**config.mk**
```make
export PLATFORM = sky130hd
export DESIGN_NAME = radio_rx_common_config_regs
export DESIGN_NICKNAME = d
export VERILOG_FILES = /design/src/include/rx_cfg_pkg.sv /design/src/logic/spi_byte_port.sv /design/src/logic/radio_rx_common_config_regs.sv
export VERILOG_INCLUDE_DIRS = /design/src /design/src/include
export SDC_FILE = /design/constraint.sdc
export NUM_CORES = 1
export LEC_CHECK = 0
export BUFFER_PORTS_ARGS = -buffer_cell sky130_fd_sc_hd__buf_2
export CAP_MARGIN = 20
export CELL_PAD_IN_SITES_DETAIL_PLACEMENT = 0
export CELL_PAD_IN_SITES_GLOBAL_PLACEMENT = 1
export CORE_ASPECT_RATIO = 1.4
export CORE_MARGIN = 1.5
export CORE_UTILIZATION = 30
export CTS_CLUSTER_DIAMETER = 80
export DETAILED_ROUTE_END_ITERATION = 10
export GPL_ROUTABILITY_DRIVEN = 0
export PLACE_DENSITY_LB_ADDON = 0.2
export SYNTH_ARGS = -nofsm -noshare
export SYNTH_HDL_FRONTEND = slang
export SYNTH_SLANG_ARGS = --single-unit
```
**constraint.sdc**
```tcl
create_clock -name core_clk -period 11.3 [get_ports core_clk]
set_clock_uncertainty 0.15 [all_clocks]
set_input_delay 0.565 -clock core_clk [delete_from_list [all_inputs] [get_ports core_clk]]
set_output_delay 0.565 -clock core_clk [all_outputs]
set_load 0.02 [all_outputs]
```
**src/include/rx_cfg_params.svh**
```systemverilog
// Register map, field positions, reset values and timing counts of the receiver config bank
`ifndef RX_CFG_PARAMS_SVH
`define RX_CFG_PARAMS_SVH

`define ADDR_FIFO 7'h00
`define ADDR_OPMODE 7'h01
`define ADDR_DATAMOD 7'h02
`define ADDR_DIV_HIGH 7'h03
`define ADDR_DIV_LOW 7'h04
`define ADDR_RSVD5 7'h05
`define ADDR_RSVD6 7'h06
`define ADDR_CARR_HIGH 7'h07
`define ADDR_CARR_MID 7'h08
`define ADDR_CARR_LOW 7'h09
`define ADDR_KEY_FIRST 7'h3E
`define ADDR_KEY_LAST 7'h4D
`define ADDR_TEMP_CTRL 7'h4E
`define ADDR_TEMP_READ 7'h4F
`define ADDR_SENS_BOOST 7'h58
`define ADDR_FADE_GAIN 7'h6F
`define ADDR_FREQ_OFFSET 7'h71

`define OP_BYPASS_BIT 7
`define OP_WATCH_EN_BIT 6
`define OP_WATCH_CANCEL_BIT 5
`define MODE_SLEEP 3'h0
`define MODE_STANDBY 3'h1
`define MODE_SYNTH 3'h2
`define MODE_RX 3'h4
`define DP_PACKET 2'h0
`define DP_RESERVED 2'h1
`define MOD_FSK 2'h0
`define MOD_OOK 2'h1

`define RST_DIV_HIGH 8'h1A
`define RST_DIV_LOW 8'h0B
`define RST_CARR_HIGH 8'hE4
`define RST_CARR_MID 8'hC0
`define RST_CARR_LOW 8'h00
`define RST_RSVD5 8'h00
`define RST_RSVD6 8'h52
`define RST_TEMP_CTRL 8'h01
`define RST_SENS_BOOST 8'h1B
`define RST_FADE_GAIN 8'h00
`define RST_FREQ_OFFSET 8'h00
`define RST_KEY_BYTE 8'h00

`define CLK_PERIOD_NS 50
`define MODE_STEP_NS 1000
`define MODE_STEP_CYCLES ((`MODE_STEP_NS + `CLK_PERIOD_NS - 1) / `CLK_PERIOD_NS)

`endif

```
**src/include/rx_cfg_pkg.sv**
```systemverilog
// Types shared by the receiver config bank and its serial port
package rx_cfg_pkg;
  typedef logic [7:0] byte_type;
  typedef logic [6:0] reg_addr_type;
  typedef logic [2:0] mode_code_type;
  typedef enum {SEQ_HOLD, SEQ_SETTLE} seq_state_type;
endpackage

```
**src/logic/spi_byte_port.sv**
```systemverilog
// Serial register port: address byte then data bytes with address auto-increment
`timescale 1ns/1ns
module spi_byte_port
  import rx_cfg_pkg::*;
(
  input wire logic core_clk,
  input wire logic rst_n,
  input wire logic ce,
  input wire logic sck,
  input wire logic nss_n,
  input wire logic mosi,
  input wire rx_cfg_pkg::byte_type rdata,
  output logic miso,
  output logic miso_oe,
  output rx_cfg_pkg::reg_addr_type rd_addr,
  output logic wr_stb,
  output rx_cfg_pkg::reg_addr_type wr_addr,
  output rx_cfg_pkg::byte_type wr_data
);
  import rx_cfg_pkg::*;

  logic sck_q;
  logic [2:0] bit_cnt;
  logic first;
  logic wnr;
  logic load_pend;
  logic [6:0] sh_in;
  byte_type sh_out;
  logic rise;
  logic fall;
  byte_type next_byte;

  assign rise = sck & ~sck_q;
  assign fall = ~sck & sck_q;
  assign next_byte = {sh_in, mosi};

  always_ff @(posedge core_clk or negedge rst_n)
  begin
    if (!rst_n)
      sck_q <= 1'b0;
    else if (ce)
      sck_q <= sck;
  end

  // Receive side: SCK must be slower than a few core cycles per half period
  always_ff @(posedge core_clk or negedge rst_n)
  begin
    if (!rst_n)
    begin
      bit_cnt <= 3'h0;
      first <= 1'b1;
      wnr <= 1'b0;
      load_pend <= 1'b0;
      sh_in <= 7'h00;
      rd_addr <= 7'h00;
      wr_stb <= 1'b0;
      wr_addr <= 7'h00;
      wr_data <= 8'h00;
    end
    else if (ce)
    begin
      wr_stb <= 1'b0;
      if (nss_n)
      begin
        bit_cnt <= 3'h0;
        first <= 1'b1;
        load_pend <= 1'b0;
      end
      else
      begin
        if (fall)
          load_pend <= 1'b0;
        if (rise)
        begin
          sh_in <= next_byte[6:0];
          bit_cnt <= bit_cnt + 3'h1;
          if (bit_cnt == 3'h7)
          begin
            if (first)
            begin
              first <= 1'b0;
              wnr <= next_byte[7];
              rd_addr <= next_byte[6:0];
              load_pend <= ~next_byte[7];
            end
            else
            begin
              wr_stb <= wnr;
              wr_addr <= rd_addr;
              wr_data <= next_byte;
              rd_addr <= rd_addr + 7'h01;
              load_pend <= ~wnr;
            end
          end
        end
      end
    end
  end

  // Transmit side: the byte is fetched on the falling edge after the address settles
  always_ff @(posedge core_clk or negedge rst_n)
  begin
    if (!rst_n)
    begin
      sh_out <= 8'h00;
      miso <= 1'b0;
      miso_oe <= 1'b0;
    end
    else if (ce)
    begin
      miso_oe <= ~nss_n;
      if (!nss_n && fall)
      begin
        if (load_pend)
        begin
          miso <= rdata[7];
          sh_out <= {rdata[6:0], 1'b0};
        end
        else
        begin
          miso <= sh_out[7];
          sh_out <= {sh_out[6:0], 1'b0};
        end
      end
    end
  end
endmodule

```
**src/logic/radio_rx_common_config_regs.sv**
```systemverilog
// Common configuration register bank of the receiver with mode sequencer and bit-rate tick
`timescale 1ns/1ns
`include "rx_cfg_params.svh"
module radio_rx_common_config_regs
  import rx_cfg_pkg::*;
#(
  parameter int STEP_CYCLES = `MODE_STEP_CYCLES
)
(
  input wire logic core_clk,
  input wire logic nrst,
  input wire logic ce,
  input wire logic spi_sck,
  input wire logic spi_nss_n,
  input wire logic spi_mosi,
  output logic spi_miso,
  output logic spi_miso_oe,
  output rx_cfg_pkg::mode_code_type chip_mode,
  output logic duty_cycle_watch_active,
  output logic [1:0] data_processing_select,
  output logic [1:0] modulation_select,
  output logic [15:0] bit_period_divisor,
  output logic [23:0] carrier_word,
  output logic [127:0] cipher_key,
  output logic bit_tick
);
  import rx_cfg_pkg::*;

  logic rst_meta;
  logic rst_n;
  logic wr_stb;
  reg_addr_type wr_addr;
  reg_addr_type rd_addr;
  byte_type wr_data;
  byte_type rdata;
  byte_type opmode_rd;
  logic sequencer_bypass;
  logic duty_cycle_watch_enable;
  mode_code_type target_mode;
  seq_state_type seq_state;
  logic [15:0] step_cnt;
  logic [15:0] tick_cnt;
  byte_type key_mem [16];
  byte_type temp_ctrl;
  byte_type sens_boost;
  byte_type fade_gain;
  byte_type freq_offset;

  // Rank of a legal mode along the sleep-standby-synth-receive chain
  function automatic logic [1:0] mode_rank(input mode_code_type code);
    logic [1:0] r;
    r = 2'h1;
    case (code)
      `MODE_SLEEP: r = 2'h0;
      `MODE_SYNTH: r = 2'h2;
      `MODE_RX: r = 2'h3;
      default: r = 2'h1;
    endcase
    return r;
  endfunction

  function automatic mode_code_type rank_mode(input logic [1:0] rank);
    mode_code_type c;
    c = `MODE_STANDBY;
    case (rank)
      2'h0: c = `MODE_SLEEP;
      2'h2: c = `MODE_SYNTH;
      2'h3: c = `MODE_RX;
      default: c = `MODE_STANDBY;
    endcase
    return c;
  endfunction

  function automatic logic mode_legal(input mode_code_type code);
    return code == `MODE_SLEEP || code == `MODE_STANDBY || code == `MODE_SYNTH
      || code == `MODE_RX;
  endfunction

  function automatic logic key_hit(input reg_addr_type a);
    return a >= `ADDR_KEY_FIRST && a <= `ADDR_KEY_LAST;
  endfunction

  always_ff @(posedge core_clk or negedge nrst)
  begin
    if (!nrst)
    begin
      rst_meta <= 1'b0;
      rst_n <= 1'b0;
    end
    else
    begin
      rst_meta <= 1'b1;
      rst_n <= rst_meta;
    end
  end

  spi_byte_port port_inst (
    .core_clk(core_clk),
    .rst_n(rst_n),
    .ce(ce),
    .sck(spi_sck),
    .nss_n(spi_nss_n),
    .mosi(spi_mosi),
    .rdata(rdata),
    .miso(spi_miso),
    .miso_oe(spi_miso_oe),
    .rd_addr(rd_addr),
    .wr_stb(wr_stb),
    .wr_addr(wr_addr),
    .wr_data(wr_data)
  );

  // Cancel bit and unused low bits are never stored
  assign opmode_rd = {sequencer_bypass, duty_cycle_watch_enable, 1'b0, chip_mode, 2'b00};

  always_comb
  begin
    rdata = 8'h00;
    if (key_hit(rd_addr))
      rdata = key_mem[4'(rd_addr - `ADDR_KEY_FIRST)];
    else
    begin
      case (rd_addr)
        `ADDR_OPMODE: rdata = opmode_rd;
        `ADDR_DATAMOD: rdata = {1'b0, data_processing_select, modulation_select, 3'b000};
        `ADDR_DIV_HIGH: rdata = bit_period_divisor[15:8];
        `ADDR_DIV_LOW: rdata = bit_period_divisor[7:0];
        `ADDR_RSVD5: rdata = `RST_RSVD5;
        `ADDR_RSVD6: rdata = `RST_RSVD6;
        `ADDR_CARR_HIGH: rdata = carrier_word[23:16];
        `ADDR_CARR_MID: rdata = carrier_word[15:8];
        `ADDR_CARR_LOW: rdata = carrier_word[7:0];
        `ADDR_TEMP_CTRL: rdata = temp_ctrl;
        `ADDR_SENS_BOOST: rdata = sens_boost;
        `ADDR_FADE_GAIN: rdata = fade_gain;
        `ADDR_FREQ_OFFSET: rdata = freq_offset;
        default: rdata = 8'h00;
      endcase
    end
  end

  // Operating mode control register and watch state
  always_ff @(posedge core_clk or negedge rst_n)
  begin
    if (!rst_n)
    begin
      sequencer_bypass <= 1'b0;
      duty_cycle_watch_enable <= 1'b0;
      duty_cycle_watch_active <= 1'b0;
      target_mode <= `MODE_STANDBY;
    end
    else if (ce && wr_stb && wr_addr == `ADDR_OPMODE)
    begin
      sequencer_bypass <= wr_data[`OP_BYPASS_BIT];
      duty_cycle_watch_enable <= wr_data[`OP_WATCH_EN_BIT];
      // Clearing the enable alone leaves the watch running until cancelled
      if (wr_data[`OP_WATCH_EN_BIT])
        duty_cycle_watch_active <= 1'b1;
      else if (wr_data[`OP_WATCH_CANCEL_BIT])
        duty_cycle_watch_active <= 1'b0;
      if (mode_legal(wr_data[4:2]))
        target_mode <= wr_data[4:2];
    end
  end

  // Mode sequencer; the actual mode is what the host reads back
  always_ff @(posedge core_clk or negedge rst_n)
  begin
    if (!rst_n)
    begin
      chip_mode <= `MODE_STANDBY;
      seq_state <= SEQ_HOLD;
      step_cnt <= 16'h0000;
    end
    else if (ce)
    begin
      if (sequencer_bypass)
      begin
        chip_mode <= target_mode;
        seq_state <= SEQ_HOLD;
        step_cnt <= 16'h0000;
      end
      else
      begin
        unique case (seq_state)
          SEQ_HOLD:
            if (chip_mode != target_mode)
            begin
              seq_state <= SEQ_SETTLE;
              step_cnt <= 16'h0000;
            end
          SEQ_SETTLE:
            if (chip_mode == target_mode)
              seq_state <= SEQ_HOLD;
            else if (step_cnt == 16'(STEP_CYCLES - 1))
            begin
              // Step one rank per settle period toward the request
              step_cnt <= 16'h0000;
              if (mode_rank(target_mode) > mode_rank(chip_mode))
                chip_mode <= rank_mode(mode_rank(chip_mode) + 2'h1);
              else
                chip_mode <= rank_mode(mode_rank(chip_mode) - 2'h1);
            end
            else
              step_cnt <= step_cnt + 16'h0001;
        endcase
      end
    end
  end

  // Data path configuration, divisor and carrier word
  always_ff @(posedge core_clk or negedge rst_n)
  begin
    if (!rst_n)
    begin
      data_processing_select <= `DP_PACKET;
      modulation_select <= `MOD_FSK;
      bit_period_divisor <= {`RST_DIV_HIGH, `RST_DIV_LOW};
      carrier_word <= {`RST_CARR_HIGH, `RST_CARR_MID, `RST_CARR_LOW};
    end
    else if (ce && wr_stb)
    begin
      unique case (wr_addr)
        `ADDR_DATAMOD:
        begin
          // Reserved codes are refused and the old selection kept
          if (wr_data[6:5] != `DP_RESERVED)
            data_processing_select <= wr_data[6:5];
          if (!wr_data[4])
            modulation_select <= wr_data[4:3];
        end
        `ADDR_DIV_HIGH: bit_period_divisor[15:8] <= wr_data;
        `ADDR_DIV_LOW: bit_period_divisor[7:0] <= wr_data;
        `ADDR_CARR_HIGH: carrier_word[23:16] <= wr_data;
        `ADDR_CARR_MID: carrier_word[15:8] <= wr_data;
        `ADDR_CARR_LOW: carrier_word[7:0] <= wr_data;
        default:
        begin
        end
      endcase
    end
  end

  // Cipher key and trailing test registers
  always_ff @(posedge core_clk or negedge rst_n)
  begin
    if (!rst_n)
    begin
      for (int i = 0; i < 16; i++)
        key_mem[i] <= `RST_KEY_BYTE;
      temp_ctrl <= `RST_TEMP_CTRL;
      sens_boost <= `RST_SENS_BOOST;
      fade_gain <= `RST_FADE_GAIN;
      freq_offset <= `RST_FREQ_OFFSET;
    end
    else if (ce && wr_stb)
    begin
      if (key_hit(wr_addr))
        key_mem[4'(wr_addr - `ADDR_KEY_FIRST)] <= wr_data;
      if (wr_addr == `ADDR_TEMP_CTRL)
        temp_ctrl <= wr_data;
      if (wr_addr == `ADDR_SENS_BOOST)
        sens_boost <= wr_data;
      if (wr_addr == `ADDR_FADE_GAIN)
        fade_gain <= wr_data;
      if (wr_addr == `ADDR_FREQ_OFFSET)
        freq_offset <= wr_data;
    end
  end

  // First key register lands in the top byte of the key
  always_comb
  begin
    for (int i = 0; i < 16; i++)
      cipher_key[127 - 8 * i -: 8] = key_mem[i];
  end

  // Core clock stands in for the crystal; a zero divisor behaves as one
  always_ff @(posedge core_clk or negedge rst_n)
  begin
    if (!rst_n)
    begin
      tick_cnt <= 16'h0000;
      bit_tick <= 1'b0;
    end
    else if (ce)
    begin
      if (tick_cnt + 16'h0001 >= bit_period_divisor)
      begin
        tick_cnt <= 16'h0000;
        bit_tick <= 1'b1;
      end
      else
      begin
        tick_cnt <= tick_cnt + 16'h0001;
        bit_tick <= 1'b0;
      end
    end
  end
endmodule

```
[After elaboration in Yosys (flattened, before gate mapping)]
Cells that the tools add are included.
Word-level totals
  register bits: 326
  input bits: 6
  output and inout bits: 179
  logic and storage cells: 237
Cells by class
  add/subtract/negate cells: 8
  $lt $le $gt $ge: 9
  equal/unequal tests: 44
  mux-type cells: 69
  bitwise gates (word level): 11
  reductions and logical operators: 45
Operators by type and width (number)
  bitwise mux 128 bit: 1
  2-to-1 mux 32 bit: 3
  case mux 8 bit (12 select lines): 1
  2-to-1 mux 16 bit: 5
  case mux 32 bit (2 select lines): 1
  equality test 7 bit (second input constant): 8
  2-to-1 mux 2 bit: 22
  2-to-1 mux 8 bit: 5
  equality test 7 x 3 -> 1 bit (second input constant): 5
  adder 16 x 1 -> 16 bit (second input constant): 2
  binary-select mux 8 bit (select 4 bit): 1
  demux 8 bit (select 4 bit): 1
  equality test 32 x 1 -> 1 bit (second input constant): 1
  logical NOT 32 bit: 1
  case mux 16 bit (2 select lines): 1
  equality test 7 x 2 -> 1 bit (second input constant): 4
  equality test 7 x 4 -> 1 bit (second input constant): 4
  AND reduction 2 bit: 14
  2-to-1 mux 3 bit: 7
  case mux 3 bit (3 select lines): 2
  AND reduction 3 bit: 6
  equality test 16 x 5 -> 1 bit (second input constant): 1
  greater-or-equal comparator 16 bit: 1
  2-to-1 mux 1 bit: 16
  other kinds (33): 73

[Depth between registers and ports, before layout]
Gate-level depths: netlist (run 1).
  word-level depth: 22
  depth in mapped cells: 13
  depth with buffers taken out: 13

[By module]
A second synthesis (run 1) with hierarchy kept.
Unflattened totals
  cells, all modules: 1238
  area, all modules: 15143.3 um2
Modules (own cells, without submodules)
  radio_rx_common_config_regs: times used 1, cells each 1070, area each 13067.5 um2, seq. area each 6229.7 um2
  spi_byte_port: times used 1, cells each 168, area each 2075.7 um2, seq. area each 1152.4 um2

[Worst setup path before layout (run 1)]
Ideal clock, no wire load.
  kind: flip-flop to flip-flop
  start: register tick_cnt[0]
  end: register tick_cnt[10]
  library setup time: 0.096 ns
  arrival: 3.032 ns
  required time: 11.054 ns
  setup slack: 8.022 ns
  cell stages (with the launch flop): 13
  path buffers: 1
  period minus slack after synthesis: 3.278 ns
  path through: dfrtp_1 ha_1 nand2_1 nor3_1 nand4_1 xnor2_1 ha_1 nand2_1 nor2_1 a2111oi_0 clkbuf_1 nand2_1 o31ai_1
On the way
  longest elaborated chain between the ends: 3
RTL lines
  from (decl): RTL line radio_rx_common_config_regs.sv:42  | logic [15:0] tick_cnt;
  from (signal assigned): RTL line radio_rx_common_config_regs.sv:295  | tick_cnt <= tick_cnt + 16'h0001;
  adder 16 x 1 -> 16 bit (*): RTL line radio_rx_common_config_regs.sv:288, radio_rx_common_config_regs.sv:295
  greater-or-equal comparator 16 bit: RTL line radio_rx_common_config_regs.sv:288  | if (tick_cnt + 16'h0001 >= bit_period_divisor)
  2-to-1 mux 16 bit (*): RTL line radio_rx_common_config_regs.sv:288
Mark *: on every way between the ends. The rest lies on a longest branch, timed or not.
A chain may end at the register's enable or synchronous reset.

[Worst setup path in the final report (run 1)]
Same ends and word-level chain as after synthesis.

==> results_dict.tcl, run 1 <==
set metrics [dict create \
    finalCritPeriodShare_pct 36.1 \
    required_ns 11.58 \
    yosysUniqueCellTypes 67 \
    finalHoldViolations 0 \
    max-slew-margin-rel_pct 27.4 \
    core_area_um2 48900 \
    io_buffer_count 183 \
    clk_path_buf_depth 3 \
    power_frac_seq_pct 46.7 \
    holdCritPathClass "in -> reg" \
    hold_start "spi_nss_n" \
    clk_pin_slew_ns 0.06 \
    start_kind "register" \
    drive_gt1_share_pct 40.6 \
    drv_cap 0 \
    io_pins 185 \
    initial_utilization_pct 30.2 \
    antenna_found_initial 0 \
    drcViolationCount 0 \
    vias 10500 \
    utilization_pct 36.0 \
    rows 96 \
    power.switching_mw 0.570 \
    wirelength_mm 46.8 \
    pwr-share-comb_pct 5.1 \
    grt_usage_pct 18.7 \
    grtUsageMet1_pct 24.5 \
    layout.cells.non_filler 2058 \
    drv_slew 0 \
    vias_per_cell 5.11 \
    clockRootBuffer "clkbuf_16" \
    fp.dieW_um 191 \
    cts_tree "done" \
    die_h_um 266 \
    ir_drop_mv 0.0719 \
    hpwl_mm 33.2 \
    end_kind "register" \
    wl_per_cell_um 22.8 \
    synth_flop_cell "dfrtp_1" \
    dp_slack_ns 7.22 \
    dieArea_um2 50600 \
    switching_share_pct 23.9 \
    met3_usage_pct 2.53 \
    synth_edf_count 0 \
    use_met2_pct 32.1 \
    grt_max_degree 73 \
    cts_buffers 34 \
    intPower_mw 1.82 \
    fmax_mhz 245 \
    async_flop_share_pct 100 \
    detail-route-antenna-nets 0 \
    gr-total-overflow 0 \
    ys_seq_area_share_pct 49.9 \
    pwr-share-clk_pct 48.2 \
    yosys_warnings 0 \
    grt_first_pass_wirelength_mm 71.0 \
    drtIter0Drc 633 \
    synth_nets 1260 \
    timing.rr.start "tick_cnt[0]" \
    netlist_area_um2 14800 \
    n_antenna_cell 0 \
    synth_seq_cells 294 \
    rsz0062_at_grt "no" \
    layout.nets 1432 \
    setup_viol 0 \
    avgSynthCellArea_um2 12.1 \
    hold_ws_ns 0.157 \
    synth.area.top_cells "dfrtp_1 (46%), mux2_2 (16%), mux4_2 (4.9%), dfstp_2 (3.6%), ha_1 (2.5%)" \
    htreeDepth 2 \
    fin_crit_ns 4.08 \
    final.setup.tns_ns 0 \
    syn_inst 1224 \
    fillCellCount 4810 \
    crit_type "reg -> reg" \
    setup_ws_ns 7.22 \
    cts_resized 0 \
    worstSkewPairLatency_ns 0.55 \
    synth_top_area_share_pct 46.4 \
    synth.largest_area_cell "dfrtp_1" \
    cp_max_fo 21 \
    crit_start "tick_cnt[0]" \
    numClockSinks 294 \
    drt_first_pass_iters 5 \
    grt_busiest_layer "met2" \
    dpl.cell_count 1994 \
    area_growth_syn_to_layout_pct 19.1 \
    power_leakage_nw 8.64 \
    worstMarginPinSlew_ns 1.09 \
    status "complete, no violations" \
    grt_pass1_vias 10800 \
    power_density_nw_per_um2 136 \
    worstPathArrival_ns 4.35 \
]
[registers in the layout, summed over array words and instances, names as in the netlist, 3 cells and up]
| signal | count |
|---|---|
| bit_period_divisor | 16 |
| carrier_word | 24 |
| chip_mode | 3 |
| cipher_key | 128 |
| fade_gain | 8 |
| freq_offset | 8 |
| port_inst.bit_cnt | 3 |
| port_inst.rd_addr | 7 |
| port_inst.sh_in | 7 |
| port_inst.sh_out | 7 |
| port_inst.wr_addr | 7 |
| port_inst.wr_data | 8 |
| sens_boost | 8 |
| step_cnt | 16 |
| target_mode | 3 |
| temp_ctrl | 8 |
| tick_cnt | 16 |
[per-layer routing]
metal | wire length (um) | vias to the layer above
li1 | - | 4838
met1 | 20700 | 5423
met2 | 23500 | 210
met3 | 1590 | 52
met4 | 1040 | 0
met5 | 0 | -
[area by class of cell]
type | instances | area (um^2) | area share, %
clock buffer | 43 | 936 | 5.32
clock inverter | 18 | 221 | 1.26
inverter | 38 | 143 | 0.810
multi-input combinational | 817 | 6970 | 39.6
sequential | 294 | 7390 | 42.0
tap | 637 | 797 | 4.53
timing repair buffer | 211 | 1150 | 6.55
[critical path, cell delays in order, from the launching register on]
cell and delay (ns):
dfrtp_1 0.42, ha_1 0.31, nand2_1 0.10, nor3_1 0.57
nand3_1 0.24, xnor2_1 0.18, ha_1 0.31, a21oi_1 0.16
nand2_1 0.07, a211oi_1 0.23, a211o_1 0.68, nand2_1 0.30
o31ai_1 0.26
[timing repair]
item	CTS	global route
setup buffers	0	0
setup endpoints to repair	0	0
hold buffers	1	0
hold endpoints to repair	2	0
[synthesized netlist by cell type (4+ instances only)]
cell type / n
ha_1: 30
nor3_1: 22
mux2_4: 16
a22oi_1: 30
mux4_2: 32
nor2b_1: 12
dfrtp_1: 274
nand2_1: 92
a211oi_1: 5
o21ai_0: 68
mux2_2: 209
nand3_1: 29
nand4_1: 12
and2_1: 4
o31ai_1: 5
a31oi_1: 15
clkbuf_1: 57
mux2i_1: 14
nand4_2: 6
nor4_1: 8
nand3b_1: 6
a32o_1: 4
xnor2_1: 18
inv_1: 37
nand2b_1: 10
o211ai_1: 8
and3_1: 11
buf_2: 6
a22o_1: 9
nor2_1: 49
a21oi_1: 24
buf_1: 6
nor4_4: 6
dfstp_2: 20
or2_2: 6
xor2_1: 7
[logic make-up (layout without fill, tap and decap cells)]
family / count (synthesis) / count (layout) / synth area share, %
buffers and inverters: 113 / 310 / 3.15
AOI/OAI and AO/OA: 197 / 197 / 8.70
muxes: 271 / 271 / 23.4
adders and majority gates: 30 / 30 / 2.54
DFF: 294 / 294 / 49.9
other: 2 / 2 / 0.0508
and+or+nand+nor: 292 / 292 / 10.8
xor gates and xnor gates: 25 / 25 / 1.48
[per-stage QoR]
stage          instance area [um^2]  total power, mW
2_1_floorplan                 14800             1.21
3_5_place_dp                  16400             1.26
6_report                      17600             2.39
5_1_grt                       17600             2.48
4_1_cts                       17600             2.42
3_3_place_gp                  16400             1.26
[worst paths after layout]
check                                  endpoint  slack [ns]  cells after the start
min reg2reg                               rst_n        0.20                      0
max reg2reg                        tick_cnt[10]        7.22                     12
max in group asynchronous         sens_boost[2]        8.43                      2
min in group asynchronous                 rst_n        0.18                      2
max                                tick_cnt[10]        7.22                     12
min                        port_inst.bit_cnt[1]        0.16                      2
[power by group through the flow]
stage / logic (mW) / registers (mW) / clock network, mW
after floorplan: 0.0783 / 1.14 / 0
after global placement: 0.123 / 1.13 / 0
after detailed placement: 0.125 / 1.13 / 0
after CTS: 0.125 / 1.11 / 1.18
after global routing: 0.140 / 1.12 / 1.22
final: 0.121 / 1.11 / 1.15
[placed cells by master, fill, tap and decap left out, types with 5 or more instances in the layout]
cell,count
o211ai_1,8
nor3_2,5
nand3_1,29
buf_4,25
nor4_4,6
mux2_4,16
a22o_1,9
clkinv_2,9
nand4_2,6
mux4_2,32
mux2i_1,14
ha_1,30
dfrtp_1,271
nand2_1,92
nor4_1,7
a21oi_1,24
xor2_1,6
dfstp_2,20
or2_2,6
nand2b_1,10
clkbuf_16,35
a211oi_1,5
clkbuf_1,5
nor2b_1,12
a31oi_1,15
a22oi_1,30
nor2_1,49
nand3b_1,6
and3_1,11
o21ai_0,67
buf_2,183
nor3_1,20
o31ai_1,5
nand4_1,12
xnor2_1,18
mux2_2,209
inv_1,37
No activity file was read; power rests on OpenSTA's default activity.
==> inputs of run 2 (changes only) <==
Clock period 11.3 ns to 3.5 ns, I/O delays scaled along.
==> run 2 against run 1 <==
  * Clock power rose to 3.3 times the previous value
  * Via count is 2.2% higher
  * Sequential power rose to 3.2 times the previous value
  * Final cell count increased by 1.8%
  * Critical path type unchanged
==> results_dict.tcl, run 2 (synthesis gave the netlist of run 1 again) <==
set metrics [dict create \
    status "complete, no violations" \
    grt_max_degree 62 \
    setup_viol 0 \
    power_density_nw_per_um2 435 \
    finalHoldViolations 0 \
    fmax_mhz 303 \
    cts_tree "done" \
    cp_max_fo 11 \
    rows 96 \
    dpl.cell_count 2027 \
    vias_per_cell 5.13 \
    drt_first_pass_iters 7 \
    fin_crit_ns 3.30 \
    end_kind "register" \
    worstPathArrival_ns 3.58 \
    rsz0062_at_grt "no" \
    worstSkewPairLatency_ns 0.54 \
    drcViolationCount 0 \
    final.setup.tns_ns 0 \
    cts_buffers 34 \
    io_pins 185 \
    switching_share_pct 24.0 \
    final_common_cell "dfrtp_1" \
    detail-route-antenna-nets 0 \
    wirelength_mm 47.5 \
    grt_first_pass_wirelength_mm 72.2 \
    crit_type "reg -> reg" \
    power.switching_mw 1.88 \
    io_buffer_count 183 \
    fillCellCount 4823 \
    clockRootBuffer "clkbuf_16" \
    max-slew-margin-rel_pct 28.0 \
    grt_pass1_vias 11000 \
    hpwl_mm 33.9 \
    layout.nets 1469 \
    ir_drop_mv 0.305 \
    setup_ws_ns 0.198 \
    pwr-share-comb_pct 5.5 \
    largest_register_ffs 128 \
    drv_cap 0 \
    drtIter0Drc 591 \
    fp.dieW_um 191 \
    vias 10800 \
    numClockSinks 294 \
    clk_path_buf_depth 3 \
    antenna_found_initial 0 \
    drv_slew 0 \
    start_kind "register" \
    power_frac_seq_pct 45.9 \
    dieArea_um2 50600 \
    area_growth_syn_to_layout_pct 21.9 \
    grt_usage_pct 18.9 \
    intPower_mw 5.96 \
    power_leakage_nw 8.88 \
    drive_gt1_share_pct 42.0 \
    cts_setup_buffers 0 \
    core_area_um2 48900 \
    die_h_um 266 \
    worstMarginPinSlew_ns 1.08 \
    initial_utilization_pct 30.2 \
    gr-total-overflow 0 \
    holdCritPathClass "in -> reg" \
    htreeDepth 2 \
    hold_ws_ns 0.0748 \
    finalCritPeriodShare_pct 94.4 \
    dp_slack_ns 0.0896 \
    required_ns 3.78 \
    n_antenna_cell 0 \
    final_cell_mix "dfrtp_1 (270), mux2_2 (209), buf_2 (184), nand2_1 (92), o21ai_0 (67)" \
    clk_pin_slew_ns 0.06 \
    layout.cells.non_filler 2096 \
    wl_per_cell_um 22.7 \
    pwr-share-clk_pct 48.6 \
]
[run 2: path summary, 6_finish.rpt]
check	startpoint	to	slack [ns]	depth (start not counted)
max	tick_cnt[4]	tick_cnt[10]	0.20	12
min	ce	seq_state[0]	0.07	3
max reg2reg	tick_cnt[4]	tick_cnt[10]	0.20	12
min reg2reg	rst_meta	rst_n	0.21	0
max in group asynchronous	rst_n	carrier_word[22]	1.90	2
min in group asynchronous	rst_n	cipher_key[118]	0.23	0
[run 2: cell type report]
class                   instances  area [um^2]  area share, %
multi-input cells             817         6980           38.7
flip-flops and latches        294         7390           41.0
inverters                      38          143          0.792
repair buffers                248         1500           8.33
clock inverters                15          229           1.27
clock buffers                  47          980           5.44
well taps                     637          797           4.42
[run 2: repair_timing]
action                                 4_1_cts  5_1_grt
resized for setup                            0        7
hold buffers                                 5        0
endpoints found under the hold margin       11        0
setup endpoints to repair                    0       15
[run 2: power by group through the flow]
| stage | Combinational, mW | Sequential, mW | Clock (mW) |
|---|---|---|---|
| after floorplan | 0.253 | 3.67 | 0 |
| after global placement | 0.424 | 3.65 | 0 |
| after detailed placement | 0.429 | 3.66 | 0 |
| after CTS | 0.436 | 3.59 | 3.93 |
| after global routing | 0.489 | 3.61 | 4.06 |
| final | 0.433 | 3.60 | 3.81 |
[run 2: per-layer routing]
| metal | routed length [um] | vias up | track usage, % |
|---|---|---|---|
| li1 | - | 4928 | - |
| met1 | 21500 | 5583 | 25.6 |
| met2 | 23600 | 194 | 32.0 |
| met3 | 1500 | 52 | 2.41 |
| met4 | 905 | 0 | 4.51 |
| met5 | 0 | - | 0 |
[run 2: critical path, cell delays in order (launching register included)]
cell       delay (ns)
dfrtp_1          0.40
nand4_1          0.22
or2_2            0.36
nor3_2           0.18
nor2_1           0.07
or2_2            0.31
ha_1             0.30
a21oi_1          0.15
nor2_1           0.09
a2111oi_4        0.38
buf_6            0.20
nand2_1          0.16
o31ai_1          0.23
[run 2: through the flow]
step	power, mW	instance area (um^2)	util, %
final	7.84	18000	36.9
after global routing	8.16	18000	36.9
after CTS	7.96	17900	36.7
after detailed placement	4.09	16700	34.1
after global placement	4.08	16700	34.1
after floorplan	3.92	14800	-
